==> config.mk <==
export PLATFORM = sky130hd
export DESIGN_NAME = timer_counter_sosc
export DESIGN_NICKNAME = d
export VERILOG_FILES = /design/src/timer_counter_sosc.v /design/src/count_prescaler.v /design/src/edge_sync.v
export VERILOG_INCLUDE_DIRS = /design/src
export SDC_FILE = /design/constraint.sdc
export NUM_CORES = 1
export LEC_CHECK = 0
export BUFFER_PORTS_ARGS = -buffer_cell sky130_fd_sc_hd__buf_4
export CORE_MARGIN = 5
export CORE_UTILIZATION = 58
export DETAILED_ROUTE_END_ITERATION = 7
export GPL_ROUTABILITY_DRIVEN = 0
export GPL_TIMING_DRIVEN = 0
export PLACE_DENSITY = 0.88
export SYNTH_ARGS = -nofsm -noshare
export SYNTH_HDL_FRONTEND = slang
export SYNTH_SLANG_ARGS = --single-unit
==> constraint.sdc <==
create_clock -name clk_sys -period 2.2 [get_ports clk_sys]
set_input_delay 0.55 -clock clk_sys [delete_from_list [all_inputs] [get_ports clk_sys]]
set_output_delay 0.55 -clock clk_sys [all_outputs]
set_load 0.1 [all_outputs]
==> src/timer_counter_defs.vh <==
// constants for the 16-bit timer/counter with its secondary oscillator request logic
// assumes byte-wide registers on a plain strobe port, one system clock, no package
//
// What this block does
// - sixteen-bit up counter, software sees it as high and low count bytes
// - internal source counts once per instruction cycle (00) or every system clock (01) before the prescaler
// - counting needs the timer on bit, plus the gate input open when gate enable is set
// - crystal mode forces both crystal pins to inputs, direction ignored, reads zero
// - source 01 system clock, 00 instruction clock, 10 pin or oscillator by enable
// - external source increments on each rising edge of the external input
// - external source is either synchronised to system clock or counted asynchronously
// - counter mode needs a sampled low level before first rising edge after enable/write/disable
// - synchroniser stops in sleep, only asynchronous external counting continues
// - internal source advances on multiples of oscillator set by prescaler ratio
// - wide mode maps high address to buffer, low read copies live high byte
// - wide mode high write fills buffer, low write loads both bytes together
// - wide mode gives no direct path to the live high byte
// - low byte write clears prescaler, high byte write leaves it alone
// - oscillator runs when any timer, rtc config, clock select or warm-up asks
// - once enabled the oscillator keeps running through every power-managed mode
// - clock select 01 enters secondary-run mode, core and peripherals on oscillator
// - secondary-run with idle bit clear and a sleep instruction enters secondary-idle
// - read-only running flag shows oscillator supplies system clock, fail-safe included
// - prescale field divides by 1, 2, 4 or 8 for codes 00 to 11
// - sync select bit set bypasses synchroniser, clear synchronises, ignored when internal
// - count runs 0000h to FFFFh then wraps to 0000h
`ifndef TIMER_COUNTER_DEFS_VH
`define TIMER_COUNTER_DEFS_VH

// register offsets
`define OFS_COUNT_LOW 3'h0
`define OFS_COUNT_HIGH 3'h1
`define OFS_TIMER_CTL 3'h2
`define OFS_GATE_CTL 3'h3
`define OFS_OSC_CTL 3'h4
`define OFS_OSC_CTL_TWO 3'h5

// timer_control_reg fields
`define TC_SRC_HI 7
`define TC_SRC_LO 6
`define TC_PS_HI 5
`define TC_PS_LO 4
`define TC_OSC_EN 3
`define TC_SYNC_BYP 2
`define TC_WIDE 1
`define TC_ON 0

// gate_control_reg, oscillator_control_reg and oscillator_control_reg_two fields
`define GC_GATE_EN 7
`define OC_IDLE 7
`define OC_SCS_HI 1
`define OC_SCS_LO 0
`define OC2_RUNNING 6
`define OC2_WARMUP 3

// reset values
`define RST_BYTE 8'h00
`define RST_COUNT 16'h0000
`define RST_SCS 2'h0
`define RST_MODE 2'h0

// clock source codes
`define SRC_INSTR 2'h0
`define SRC_SYSTEM 2'h1
`define SRC_EXTERNAL 2'h2

// power mode codes
`define MODE_PRIMARY 2'h0
`define MODE_SECONDARY_RUN_MODE 2'h1
`define MODE_SECONDARY_IDLE_MODE 2'h2
`define MODE_SLEEP 2'h3

// system clock cycles per instruction cycle, minus one
`define INSTR_DIV_LAST 2'h3

`endif

==> src/timer_counter_sosc.v <==
// 16-bit timer/counter with clock source select, prescaler, external input
// synchronisation, atomic 16-bit access, secondary oscillator request and power mode tracking
// assumes one clk_sys domain; all pin and strap inputs are synchronous to it
//
// Local design decisions: the register addresses and strobed register access.
`timescale 1ns/10ps
`default_nettype none
`include "timer_counter_defs.vh"

module timer_counter_sosc (
	input wire clk_sys,
	input wire rst_n,
	// register port
	input wire [2:0] regAddr,
	input wire [7:0] regWrData,
	input wire regWrite,
	input wire regRead,
	output reg [7:0] regRdData,
	// clock and gate inputs
	input wire externalClockPin,
	input wire secondaryOscClock,
	input wire gateOpen,
	// secondary oscillator requesters, crystal mode and fail-safe status from outside this block
	input wire otherTimerOscRequest,
	input wire rtcSourceConfig,
	input wire crystalModeConfig,
	input wire failSafeSwitched,
	// power management events
	input wire sleepInstruction,
	input wire wakeEvent,
	// crystal pin pair, bit 1 crystal input pin, bit 0 crystal output pin
	input wire [1:0] crystalPinIn,
	input wire [1:0] portDirection,
	input wire [1:0] portOutData,
	output reg [1:0] crystalPinOut,
	output reg [1:0] crystalPinOe_n,
	output reg [1:0] crystalPinRead,
	// status outputs
	output reg secondaryOscEnable,
	output reg secondaryRunMode,
	output reg secondaryIdleMode,
	output reg secondaryClockRunning
);

	// register state
	reg [15:0] countReg;
	reg [15:0] countNext;
	reg [7:0] highBufReg;
	reg [7:0] timerCtlReg;
	reg gateEnReg;
	reg idleOnSleepReg;
	reg [1:0] sysClockSelReg;
	reg warmupReg;
	reg [1:0] modeReg;
	reg [1:0] modeNext;
	reg [1:0] instrDivReg;
	reg extLevelReg;
	reg armedReg;
	reg [7:0] rdNext;

	// decoded control fields
	wire [1:0] clockSource;
	wire [1:0] prescaleSel;
	wire oscEnableBit;
	wire syncBypass;
	wire wideAccess;
	wire timerOn;

	assign clockSource = timerCtlReg[`TC_SRC_HI:`TC_SRC_LO];
	assign prescaleSel = timerCtlReg[`TC_PS_HI:`TC_PS_LO];
	assign oscEnableBit = timerCtlReg[`TC_OSC_EN];
	assign syncBypass = timerCtlReg[`TC_SYNC_BYP];
	assign wideAccess = timerCtlReg[`TC_WIDE];
	assign timerOn = timerCtlReg[`TC_ON];

	// register strobes
	wire wrLow;
	wire wrHigh;
	wire rdLow;

	assign wrLow = regWrite && (regAddr == `OFS_COUNT_LOW);
	assign wrHigh = regWrite && (regAddr == `OFS_COUNT_HIGH);
	assign rdLow = regRead && (regAddr == `OFS_COUNT_LOW);

	// run condition and sleep
	wire inSleep;
	wire runEnable;

	assign inSleep = (modeReg == `MODE_SLEEP);
	// gate enable only matters while the timer is on
	assign runEnable = timerOn && (!gateEnReg || gateOpen);

	// internal source: the system clock ticks every cycle, the instruction
	// clock once every four; both stop in sleep with the core clock
	wire instrTick;
	wire internalTick;
	wire externalSel;

	assign instrTick = (instrDivReg == `INSTR_DIV_LAST);
	assign externalSel = (clockSource == `SRC_EXTERNAL);
	// code 11 is reserved and never counts
	assign internalTick = !inSleep && ((clockSource == `SRC_SYSTEM) ||
		((clockSource == `SRC_INSTR) && instrTick));

	// free-running from reset, so the instruction phase is not tied to the timer enable
	always @(posedge clk_sys or negedge rst_n) begin
		if (!rst_n) begin
			instrDivReg <= 2'h0;
		end else begin
			instrDivReg <= instrDivReg + 2'h1;
		end
	end

	// external source: pin or secondary oscillator, by the enable bit
	wire extRaw;
	wire extRise;

	assign extRaw = oscEnableBit ? secondaryOscClock : externalClockPin;
	// a rising edge only counts once a low level has been seen since arming
	assign extRise = extRaw && !extLevelReg && armedReg;
	// arming on a sampled low level rather than a falling edge also covers a pin
	// that was already low when the timer was switched on

	always @(posedge clk_sys or negedge rst_n) begin
		if (!rst_n) begin
			extLevelReg <= 1'b0;
			armedReg <= 1'b0;
		end else begin
			extLevelReg <= extRaw;
			if (!timerOn || wrLow || wrHigh) begin
				armedReg <= 1'b0;
			end else if (!extRaw) begin
				armedReg <= 1'b1;
			end
		end
	end

	// prescaler sits ahead of the synchroniser
	wire prescaleIn;
	wire prescaleTick;
	wire prescaleToggle;
	wire syncTick;

	wire syncedPath;
	wire extTick;

	// the synchronised path must sleep with the core: a prescaler still
	// toggling in sleep would hand the synchroniser a stale edge on wake
	assign syncedPath = externalSel && !syncBypass;
	assign extTick = extRise && !(syncedPath && inSleep);
	assign prescaleIn = runEnable && (externalSel ? extTick : internalTick);

	count_prescaler prescaler (
		.clk_sys(clk_sys),
		.rst_n(rst_n),
		.tickIn(prescaleIn),
		.clear(wrLow),
		.ratio(prescaleSel),
		.tickOut(prescaleTick),
		.toggleOut(prescaleToggle)
	);

	edge_sync extSync (
		.clk_sys(clk_sys),
		.rst_n(rst_n),
		.toggleIn(prescaleToggle),
		.hold(inSleep),
		.pulseOut(syncTick)
	);

	// the synchronised path costs three cycles of latency; the bypass path
	// keeps counting in sleep because it needs no core clock
	wire incrTick;

	// a tick still in flight when the timer stops is dropped, so a stop is immediate
	assign incrTick = runEnable && (syncedPath ? syncTick : prescaleTick);

	// counter with software loads; a write beats an increment in the same cycle
	always @* begin
		countNext = countReg;
		if (wrLow) begin
			countNext[7:0] = regWrData;
			if (wideAccess) begin
				countNext[15:8] = highBufReg;
			end
		end else if (wrHigh && !wideAccess) begin
			countNext[15:8] = regWrData;
		end else if (incrTick) begin
			countNext = countReg + 16'h0001;
		end
	end

	// register writes
	always @(posedge clk_sys or negedge rst_n) begin
		if (!rst_n) begin
			countReg <= `RST_COUNT;
			highBufReg <= `RST_BYTE;
			timerCtlReg <= `RST_BYTE;
			gateEnReg <= 1'b0;
			idleOnSleepReg <= 1'b0;
			sysClockSelReg <= `RST_SCS;
			warmupReg <= 1'b0;
		end else begin
			countReg <= countNext;
			if (wrHigh && wideAccess) begin
				highBufReg <= regWrData;
			end else if (rdLow && wideAccess) begin
				highBufReg <= countReg[15:8];
			end
			if (regWrite) begin
				if (regAddr == `OFS_TIMER_CTL) begin
					timerCtlReg <= regWrData;
				end else if (regAddr == `OFS_GATE_CTL) begin
					gateEnReg <= regWrData[`GC_GATE_EN];
				end else if (regAddr == `OFS_OSC_CTL) begin
					idleOnSleepReg <= regWrData[`OC_IDLE];
					sysClockSelReg <= regWrData[`OC_SCS_HI:`OC_SCS_LO];
				end else if (regAddr == `OFS_OSC_CTL_TWO) begin
					warmupReg <= regWrData[`OC2_WARMUP];
				end
			end
		end
	end

	// read mux; data stand only in the cycle after the strobe
	// reserved bits and the unmapped offsets read as zero
	always @* begin
		rdNext = 8'h00;
		if (regAddr == `OFS_COUNT_LOW) begin
			rdNext = countReg[7:0];
		end else if (regAddr == `OFS_COUNT_HIGH) begin
			rdNext = wideAccess ? highBufReg : countReg[15:8];
		end else if (regAddr == `OFS_TIMER_CTL) begin
			rdNext = timerCtlReg;
		end else if (regAddr == `OFS_GATE_CTL) begin
			rdNext[`GC_GATE_EN] = gateEnReg;
		end else if (regAddr == `OFS_OSC_CTL) begin
			rdNext[`OC_IDLE] = idleOnSleepReg;
			rdNext[`OC_SCS_HI:`OC_SCS_LO] = sysClockSelReg;
		end else if (regAddr == `OFS_OSC_CTL_TWO) begin
			rdNext[`OC2_RUNNING] = secondaryClockRunning;
			rdNext[`OC2_WARMUP] = warmupReg;
		end
	end

	always @(posedge clk_sys or negedge rst_n) begin
		if (!rst_n) begin
			regRdData <= `RST_BYTE;
		end else begin
			regRdData <= regRead ? rdNext : 8'h00;
		end
	end

	// power mode tracking
	always @* begin
		modeNext = modeReg;
		case (modeReg)
			`MODE_PRIMARY: begin
				if (sysClockSelReg == `SRC_SYSTEM) begin
					modeNext = `MODE_SECONDARY_RUN_MODE;
				end else if (sleepInstruction) begin
					modeNext = `MODE_SLEEP;
				end
			end
			`MODE_SECONDARY_RUN_MODE: begin
				if (sleepInstruction) begin
					modeNext = idleOnSleepReg ? `MODE_SLEEP : `MODE_SECONDARY_IDLE_MODE;
				end else if (sysClockSelReg != `SRC_SYSTEM) begin
					modeNext = `MODE_PRIMARY;
				end
			end
			`MODE_SECONDARY_IDLE_MODE: begin
				if (wakeEvent) begin
					modeNext = `MODE_SECONDARY_RUN_MODE;
				end
			end
			default: begin
				if (wakeEvent) begin
					modeNext = `MODE_PRIMARY;
				end
			end
		endcase
	end

	// any single requester is enough to keep the oscillator running
	wire oscRequestAny;
	wire runningNext;

	assign oscRequestAny = oscEnableBit ||
		otherTimerOscRequest ||
		rtcSourceConfig ||
		(sysClockSelReg == `SRC_SYSTEM) ||
		warmupReg;
	// the fail-safe monitor may have moved the core off the oscillator
	assign runningNext = ((modeNext == `MODE_SECONDARY_RUN_MODE) ||
		(modeNext == `MODE_SECONDARY_IDLE_MODE)) && !failSafeSwitched;

	// oscillator request and status; no mode term gates the enable, so the
	// oscillator survives every power-managed mode once asked for
	always @(posedge clk_sys or negedge rst_n) begin
		if (!rst_n) begin
			modeReg <= `RST_MODE;
			secondaryOscEnable <= 1'b0;
			secondaryRunMode <= 1'b0;
			secondaryIdleMode <= 1'b0;
			secondaryClockRunning <= 1'b0;
		end else begin
			modeReg <= modeNext;
			secondaryOscEnable <= oscRequestAny;
			secondaryRunMode <= (modeNext == `MODE_SECONDARY_RUN_MODE);
			secondaryIdleMode <= (modeNext == `MODE_SECONDARY_IDLE_MODE);
			secondaryClockRunning <= runningNext;
		end
	end

	// crystal pin pair: crystal mode overrides direction and masks reads
	wire [1:0] pinOeNext;
	wire [1:0] pinReadNext;

	genvar i;
	generate
		for (i = 0; i < 2; i = i + 1) begin : pinGen
			assign pinOeNext[i] = crystalModeConfig || portDirection[i];
			// the pin swings with the crystal, so a digital read must not see it
			assign pinReadNext[i] = crystalModeConfig ? 1'b0 : crystalPinIn[i];
		end
	endgenerate

	// one process drives all three output vectors, a single driver on each
	always @(posedge clk_sys or negedge rst_n) begin
		if (!rst_n) begin
			crystalPinOut <= 2'b00;
			crystalPinOe_n <= 2'b11;
			crystalPinRead <= 2'b00;
		end else begin
			crystalPinOut <= portOutData;
			crystalPinOe_n <= pinOeNext;
			crystalPinRead <= pinReadNext;
		end
	end

endmodule
`default_nettype wire

==> src/count_prescaler.v <==
// prescaler for the count clock: divides incoming ticks by 1, 2, 4 or 8
// assumes tick is a one-cycle pulse in the clk_sys domain
`timescale 1ns/10ps
`default_nettype none
`include "timer_counter_defs.vh"

module count_prescaler (
	input wire clk_sys,
	input wire rst_n,
	input wire tickIn,
	input wire clear,
	input wire [1:0] ratio,
	output reg tickOut,
	output reg toggleOut
);

	reg [2:0] countReg;
	wire [2:0] lastCount;
	wire wrap;

	assign lastCount = (3'h1 << ratio) - 3'h1;
	assign wrap = tickIn && (countReg >= lastCount);

	always @(posedge clk_sys or negedge rst_n) begin
		if (!rst_n) begin
			countReg <= 3'h0;
			tickOut <= 1'b0;
			toggleOut <= 1'b0;
		end else begin
			tickOut <= wrap;
			// clear wins over a same-cycle tick for countReg and toggleOut, not for tickOut
			if (clear) begin
				countReg <= 3'h0;
			end else if (wrap) begin
				countReg <= 3'h0;
				toggleOut <= ~toggleOut;
			end else if (tickIn) begin
				countReg <= countReg + 3'h1;
			end
		end
	end

endmodule
`default_nettype wire

==> src/edge_sync.v <==
// two-stage synchroniser for the prescaled external toggle, plus change detect
// assumes the toggle flips once per prescaled edge; hold freezes it during sleep
`timescale 1ns/10ps
`default_nettype none

module edge_sync (
	input wire clk_sys,
	input wire rst_n,
	input wire toggleIn,
	input wire hold,
	output reg pulseOut
);

	reg stageOne;
	reg stageTwo;
	reg stageLast;

	always @(posedge clk_sys or negedge rst_n) begin
		if (!rst_n) begin
			stageOne <= 1'b0;
			stageTwo <= 1'b0;
			stageLast <= 1'b0;
			pulseOut <= 1'b0;
		end else if (hold) begin
			pulseOut <= 1'b0;
		end else begin
			stageOne <= toggleIn;
			stageTwo <= stageOne;
			stageLast <= stageTwo;
			pulseOut <= stageTwo ^ stageLast;
		end
	end

endmodule
`default_nettype wire

==> flow_metrics.py, run 1 <==
metrics = {
    "outcome": {
        "status": "finished, final reports clean",
    },
    "clocking": {
        "cts_buffers": 9,
        "clkTransAtPathRegs_ps": 70,
        "clock_tree.buffer_depth": 2,
        "cts_tree": "built",
        "cts_max_level": 3,
        "clk_latency_ps": 360,
        "cts.sinks": 70,
        "ctsRootBufferMaster": "clkbuf_8",
        "cts_setup_buffers": 0,
    },
    "floorplan": {
        "fp.dieW_um": 90.0,
        "core_area_um2": 6280,
        "start_util_pct": 59.1,
        "ios": 48,
        "dieHeight_um": 90.0,
        "row_count": 29,
        "die-area_um2": 8100,
    },
    "timing": {
        "skew_ps": 12.0,
        "hold_viol": 0,
        "slew-limit-headroom_pct": 42.7,
        "rsz0062_at_grt": "no",
        "period_needed_ps": 2080,
        "fmax_mhz": 480,
        "worstMarginPinSlew_ps": 860,
        "setup_viol": 0,
        "post-route-period-util_pct": 94.8,
        "setup_ws_ps": 115,
        "maxSlewViolCount": 0,
    },
    "worst_setup_path": {
        "arrival_ps": 2320,
        "crit_path_max_fanout": 10,
        "r2r_start": "timerCtlReg[1]",
        "regToRegEndpoint": "countReg[10]",
        "crit_type": "input pin to flip-flop",
        "end_kind": "flip-flop",
        "rr_worst_depth": 6,
        "rrSetupSlack_ps": 170,
        "start_kind": "input pin",
        "worstPathRequired_ps": 2440,
    },
    "layout": {
        "syn_to_final_growth_pct": 18.1,
        "finalNetCount": 472,
        "final_area_um2": 4390,
        "antenna_cells": 0,
        "drive_gt1_share_pct": 21.2,
    },
    "logic_synthesis": {
        "synth_flop_cell": "dfrtp_1",
        "yosysWarningCount": 0,
        "synth_nets": 415,
        "synth.distinct_cells": 61,
        "synthArstFlopShare_pct": 100,
        "yosys_register_bits": 70,
        "synth_edf_count": 0,
        "synthCells": 377,
        "avgSynthCellArea_um2": 9.85,
        "netlist_area_um2": 3710,
        "synth-seq-area-share_pct": 47.3,
    },
    "global_routing": {
        "grt_pass1_vias": 3083,
        "grt_max_degree": 71,
        "grt_usage_pct": 23.4,
        "antenna_found_initial": 0,
        "gr-total-overflow": 0,
        "grt_pass1_wl_mm": 15.2,
    },
    "power": {
        "ir_worst_vdd_mv": 0.709,
        "power_density_nw_per_um2": 1080,
        "power.leakage_nw": 1.91,
    },
    "routing": {
        "drt_iter0_drc": 349,
        "totalWireLength_mm": 9.09,
        "postRouteAntennaNets": 0,
        "wl_per_cell_um": 17.6,
        "route.detailed.drc": 0,
        "vias_per_cell": 6.12,
        "drt_pre_antenna_iters": 5,
        "num_vias": 3156,
    },
    "job": {
        "maxCapViolCount": 0,
    },
    "placed_design": {
        "pre_cts_ws_ps": -197,
        "io_buffers": 46,
        "dp_hpwl_mm": 6.44,
        "postPlaceCellArea_um2": 4150,
    },
    "min_path": {
        "hold_class": "input pin to async pin",
    },
}
==> how the worst max path moves through the flow <==
stage                            from      endpoint  slack, ps
final                      regAddr[1]  countReg[10]        120
after global routing       regAddr[1]  countReg[10]         30
after CTS                 countReg[0]  countReg[13]         70
after detailed placement   regAddr[1]  countReg[10]       -200
after global placement     regAddr[1]  countReg[10]       -180
after floorplan            regAddr[2]  countReg[13]         40
==> cell usage after synthesis, types with 2 or more instances <==
master,number,area (um^2)
a21o_1,3,22.5
a21oi_1,21,105
a221o_1,2,20.0
a22oi_1,2,15.0
and2_1,6,37.5
and3_1,3,18.8
buf_1,3,11.3
buf_2,3,15.0
buf_6,2,22.5
clkbuf_1,9,33.8
dfrtp_1,68,1700
dfstp_2,2,52.6
ha_1,8,100
inv_1,15,56.3
mux2_2,11,124
mux2i_1,21,210
nand2_1,44,165
nand2b_1,7,43.8
nand3_1,10,50.1
nand3_2,2,20.0
nand4_1,2,12.5
nor2_1,21,78.8
nor2_2,2,12.5
nor2b_1,7,43.8
nor3_1,8,40.0
nor3b_1,3,22.5
nor4_1,5,31.3
nor4bb_1,2,20.0
o211a_1,2,20.0
o211ai_1,2,15.0
o21ai_0,13,65.1
o21ai_1,19,95.1
o22a_1,2,17.5
o22ai_1,4,25.0
o32a_1,2,20.0
o32ai_1,3,26.3
or2_2,3,18.8
xnor2_1,12,105
==> final cells by class <==
| type | instances | area (um^2) |
|---|---|---|
| Buffer | 17 | 82.6 |
| Clock inverter | 6 | 93.8 |
| Clock buffer | 10 | 128 |
| Tap cell | 77 | 96.3 |
| Inverter | 15 | 56.3 |
| Multi-Input combinational cell | 275 | 1830 |
| Sequential cell | 70 | 1750 |
| Timing Repair Buffer | 46 | 345 |
| Fill cell | 474 | 1890 |
==> placed cells by master (no fill, tap or decap), types with 6 or more instances in the layout <==
cell type   n
and2_1      6
clkbuf_8    9
o21ai_0    13
ha_1        8
clkbuf_1   10
buf_4      46
nand3_1    10
a21oi_1    20
nor3_1      8
nand2_1    44
xnor2_1    12
inv_1      15
nor2_1     21
o21ai_1    19
dfrtp_1    68
mux2i_1    21
nor2b_1     7
mux2_2     11
nand2b_1    7
==> where the power goes <==
part,total [mW],internal (mW),switching (mW),leakage (nW)
logic,1.59,0.620,0.966,0.948
registers,1.98,1.64,0.342,0.859
clock network,1.15,0.646,0.508,0.107
total,4.72,2.91,1.82,1.91
==> sequential cells by signal, indices dropped and copies added, names as in the netlist, 2 cells and up <==
register,flops
modeReg,2
timerCtlReg,8
crystalPinOe_n,2
highBufReg,8
instrDivReg,2
countReg,16
crystalPinOut,2
crystalPinRead,2
sysClockSelReg,2
prescaler.countReg,3
regRdData,8
==> routing by layer <==
layer | up-vias | wire length (um) | track usage (%)
met5 | - | 0 | 0
met4 | 0 | 311 | 11.7
met3 | 24 | 753 | 5.93
met2 | 160 | 4320 | 36.5
met1 | 1512 | 3710 | 30.2
li1 | 1460 | - | -
==> cells by family after synthesis <==
kind of cell             synth area share [%]
multiplexers                             9.00
adder cells (fa/ha/maj)                  2.70
buffers and inverters                    3.74
XOR/XNOR                                 2.83
AO/OA/AOI/OAI                            16.1
flip-flops                               47.3
AND/OR/NAND/NOR                          18.4
==> worst max-delay path, cell delays in order <==
cell and delay (ps):
buf_4 110, buf_2 190, nor2b_1 260, nand3_1 410, nand3_2 310, o21ai_2 100, a221o_1 380
==> per-stage QoR <==
step / std cells / TNS [ps] / utilization, % / hold WS, ps / power, mW
finish: 516 / 0 / 69.9 / 291 / 4.72
CTS: 516 / 0 / 69.7 / 291 / 4.72
global route: 516 / 0 / 69.9 / 290 / 5.00
detailed placement: 500 / -1000 / 66.2 / 415 / 3.55
global placement: 500 / -619 / 66.2 / 412 / 3.47
floorplan: 377 / 0 / - / 254 / 3.10
==> timing repair <==
item / in CTS / in global routing
setup endpoints to repair: 0 / 3
gates resized for setup: 0 / 2
hold buffers: 0 / 0
(Power assumes the default switching activity.)
==> inputs of run 2 (changes only) <==
CELL_PAD_IN_SITES_DETAIL_PLACEMENT = 0   (was default)
CELL_PAD_IN_SITES_GLOBAL_PLACEMENT = 1   (was default)
CORE_UTILIZATION = 45   (was 58)
PLACE_DENSITY = 0.87   (was 0.88)
SYNTH_HIERARCHICAL = 1   (was default)
==> flow_metrics.py, run 2 <==
metrics = {
    "layout": {
        "final_util_pct": 54.4,
        "final_cell_mix": "68 x dfrtp_1, 47 x buf_4, 30 x nor2_1",
        "antenna_cells": 0,
        "largest_reg_flops": 16,
        "seq_area_um2": 1750,
        "regMostFlops": "countReg",
        "fillers": 738,
        "layout_commonest_cell": "dfrtp_1",
        "multi_input_area_um2": 1940,
        "syn_to_final_growth_pct": 17.0,
        "drive_gt1_share_pct": 24.0,
        "stdcell_count": 551,
        "finalNetCount": 479,
    },
    "logic_synthesis": {
        "synthArstFlopShare_pct": 100,
        "yosysWarningCount": 6,
        "avgSynthCellArea_um2": 10.0,
        "synth.distinct_cells": 67,
        "synth_common_cells": "68 x dfrtp_1, 30 x nor2_1, 29 x a21oi_1, 22 x nand2_1, 22 x o21ai_0",
        "netlist_area_um2": 3840,
        "yosysMostFrequentCell": "dfrtp_1",
        "synth_edf_count": 0,
        "yosys_register_bits": 70,
        "synth_top_area_share_pct": 44.3,
        "synthCells": 384,
        "synth.area.top_cells": "dfrtp_1 44%, mux2_2 4.7%, a21oi_1 3.8%, mux2i_1 3.4%, nor2_1 2.9%",
        "synth_flop_cell": "dfrtp_1",
        "synth_top_cell_by_area": "dfrtp_1",
        "synth-seq-area-share_pct": 45.7,
        "synth_nets": 422,
    },
    "timing": {
        "setup_viol": 0,
        "setup_ws_ps": 200,
        "slew-limit-headroom_pct": 39.4,
        "fmax_mhz": 500,
        "period_needed_ps": 2000,
        "worstMarginPinSlew_ps": 909,
        "tns_ps": 0,
        "skew_ps": 8.11,
        "rsz0062_at_grt": "no",
        "post-route-period-util_pct": 90.9,
        "maxSlewViolCount": 0,
        "holdWs_ps": 298,
        "hold_viol": 0,
    },
    "clocking": {
        "ctsRootBufferMaster": "clkbuf_8",
        "clock_tree.buffer_depth": 2,
        "cts.sinks": 70,
        "cts_hold_buf": 0,
        "cts_buffers": 9,
        "cts_tree": "built",
        "clkTransAtPathRegs_ps": 80,
        "cts_max_level": 3,
        "clk_latency_ps": 350,
    },
    "floorplan": {
        "core_area_um2": 8260,
        "die-area_um2": 10500,
        "dieHeight_um": 102,
        "row_count": 33,
        "fp.dieW_um": 102,
        "start_util_pct": 46.5,
        "ios": 48,
    },
    "routing": {
        "totalWireLength_mm": 10.3,
        "route.detailed.drc": 0,
        "num_vias": 3280,
        "vias_per_cell": 5.95,
        "drt_pre_antenna_iters": 5,
        "postRouteAntennaNets": 0,
        "drt_iter0_drc": 216,
        "wl_per_cell_um": 18.7,
    },
    "worst_setup_path": {
        "rrSetupSlack_ps": 200,
        "worstPathRequired_ps": 2430,
        "start_kind": "flip-flop",
        "path_cells": "buf_2 -> buf_2 -> nand3_1 -> clkbuf_2 -> nor2_1 -> a21oi_1",
        "rr_worst_depth": 6,
        "crit_type": "flip-flop to flip-flop",
        "cp_num_buf_inv": 3,
        "end_kind": "flip-flop",
        "cpPeakStageDelay_ps": 450,
        "path_depth": 6,
        "cpMostUsedCell": "buf_2",
        "path_delay_family": "buffers and inverters",
        "crit_path_max_fanout": 10,
        "arrival_ps": 2230,
        "crit_slowest_cell": "dfrtp_1",
    },
    "global_routing": {
        "antenna_found_initial": 0,
        "grt_pass1_vias": 3233,
        "grt_max_degree": 71,
        "grt_pass1_wl_mm": 16.5,
        "grt_usage_pct": 20.8,
        "gr-total-overflow": 0,
    },
    "job": {
        "maxCapViolCount": 0,
    },
    "power": {
        "pwr-share-clk_pct": 20.2,
        "ir_worst_vdd_mv": 0.515,
        "power.leakage_nw": 1.96,
        "sw_frac_of_total_pct": 40.5,
        "net-switching-power_mw": 1.83,
        "power_density_nw_per_um2": 1010,
        "combPwrFrac_pct": 36.2,
        "seqPwrFrac_pct": 43.6,
        "p_int_mw": 2.69,
    },
    "min_path": {
        "hold_depth": 1,
        "hold_class": "input pin to flip-flop",
    },
    "placed_design": {
        "io_buffers": 46,
        "dp_cells": 535,
        "dp_hpwl_mm": 7.23,
        "pre_cts_ws_ps": -148,
    },
    "outcome": {
        "status": "finished, final reports clean",
    },
}
[run 2: cell types whose count changed after synthesis, moves of 8 or more]
| cell | before | now |
|---|---|---|
| a21oi_1 | 21 | 29 |
| buf_2 | 3 | 11 |
| mux2i_1 | 21 | 13 |
| nand2_1 | 44 | 22 |
| nor2_1 | 21 | 30 |
| o21ai_0 | 13 | 22 |
| o21ai_1 | 19 | 1 |
| xnor2_1 | 12 | 2 |
[run 2: cell type report]
cell class                 count  area share, %
sequential                    70           39.0
clock buffer                  10           2.84
tap                          105           2.92
clock inverter                 6          0.891
multi-input combinational    282           43.2
timing repair buffer          46           7.68
buffer                        21           2.51
inverter                      11          0.919
[run 2: metrics by stage]
stage	total power [mW]	cell area, um^2
2_1_floorplan	3.15	3840
3_3_place_gp	3.56	4320
3_5_place_dp	3.61	4320
4_1_cts	4.53	4490
5_1_grt	4.80	4490
6_report	4.52	4490
[run 2: repair_timing]
item                                    in CTS  in global routing
endpoints found under the hold margin        0                  0
setup buffers                                0                  0
endpoints found under the setup margin       0                  5
gates resized for setup                      0                  3
[run 2: worst paths after layout]
path,startpoint,to
worst max-delay path,timerCtlReg[1],highBufReg[2]
worst min-delay path,portOutData[1],crystalPinOut[1]
max in group asynchronous,rst_n,prescaler/countReg[1]
min in group asynchronous,rst_n,countReg[4]
worst min register to register,instrDivReg[0],instrDivReg[0]
worst max register to register,timerCtlReg[1],highBufReg[2]
[run 2: kinds of logic after synthesis]
kind of cell / after synthesis / share of synthesized area [%]
simple gates: 133 / 19.5
mux: 30 / 8.76
compound gates: 107 / 18.6
buf+inv: 32 / 3.97
flops: 70 / 45.7
xor+xnor: 4 / 0.912
fa+ha+maj: 8 / 2.61
[run 2: layer usage]
layer | wire length, um | GRT usage [%] | up-vias | part of all wire [%]
met5 | 0 | 0 | - | 0
met4 | 218 | 9.18 | 0 | 2.1
li1 | - | - | 1533 | -
met3 | 592 | 3.21 | 15 | 5.8
met1 | 4640 | 28.8 | 1630 | 45
met2 | 4830 | 32.4 | 102 | 47
[run 2: power groups by stage]
| stage | Combinational (mW) | Clock, mW | Sequential, mW |
|---|---|---|---|
| floorplan | 0.947 | 0 | 2.21 |
| global placement | 1.59 | 0 | 1.97 |
| detailed placement | 1.63 | 0 | 1.98 |
| CTS | 1.63 | 0.939 | 1.96 |
| global route | 1.80 | 0.986 | 2.02 |
| finish | 1.64 | 0.916 | 1.97 |
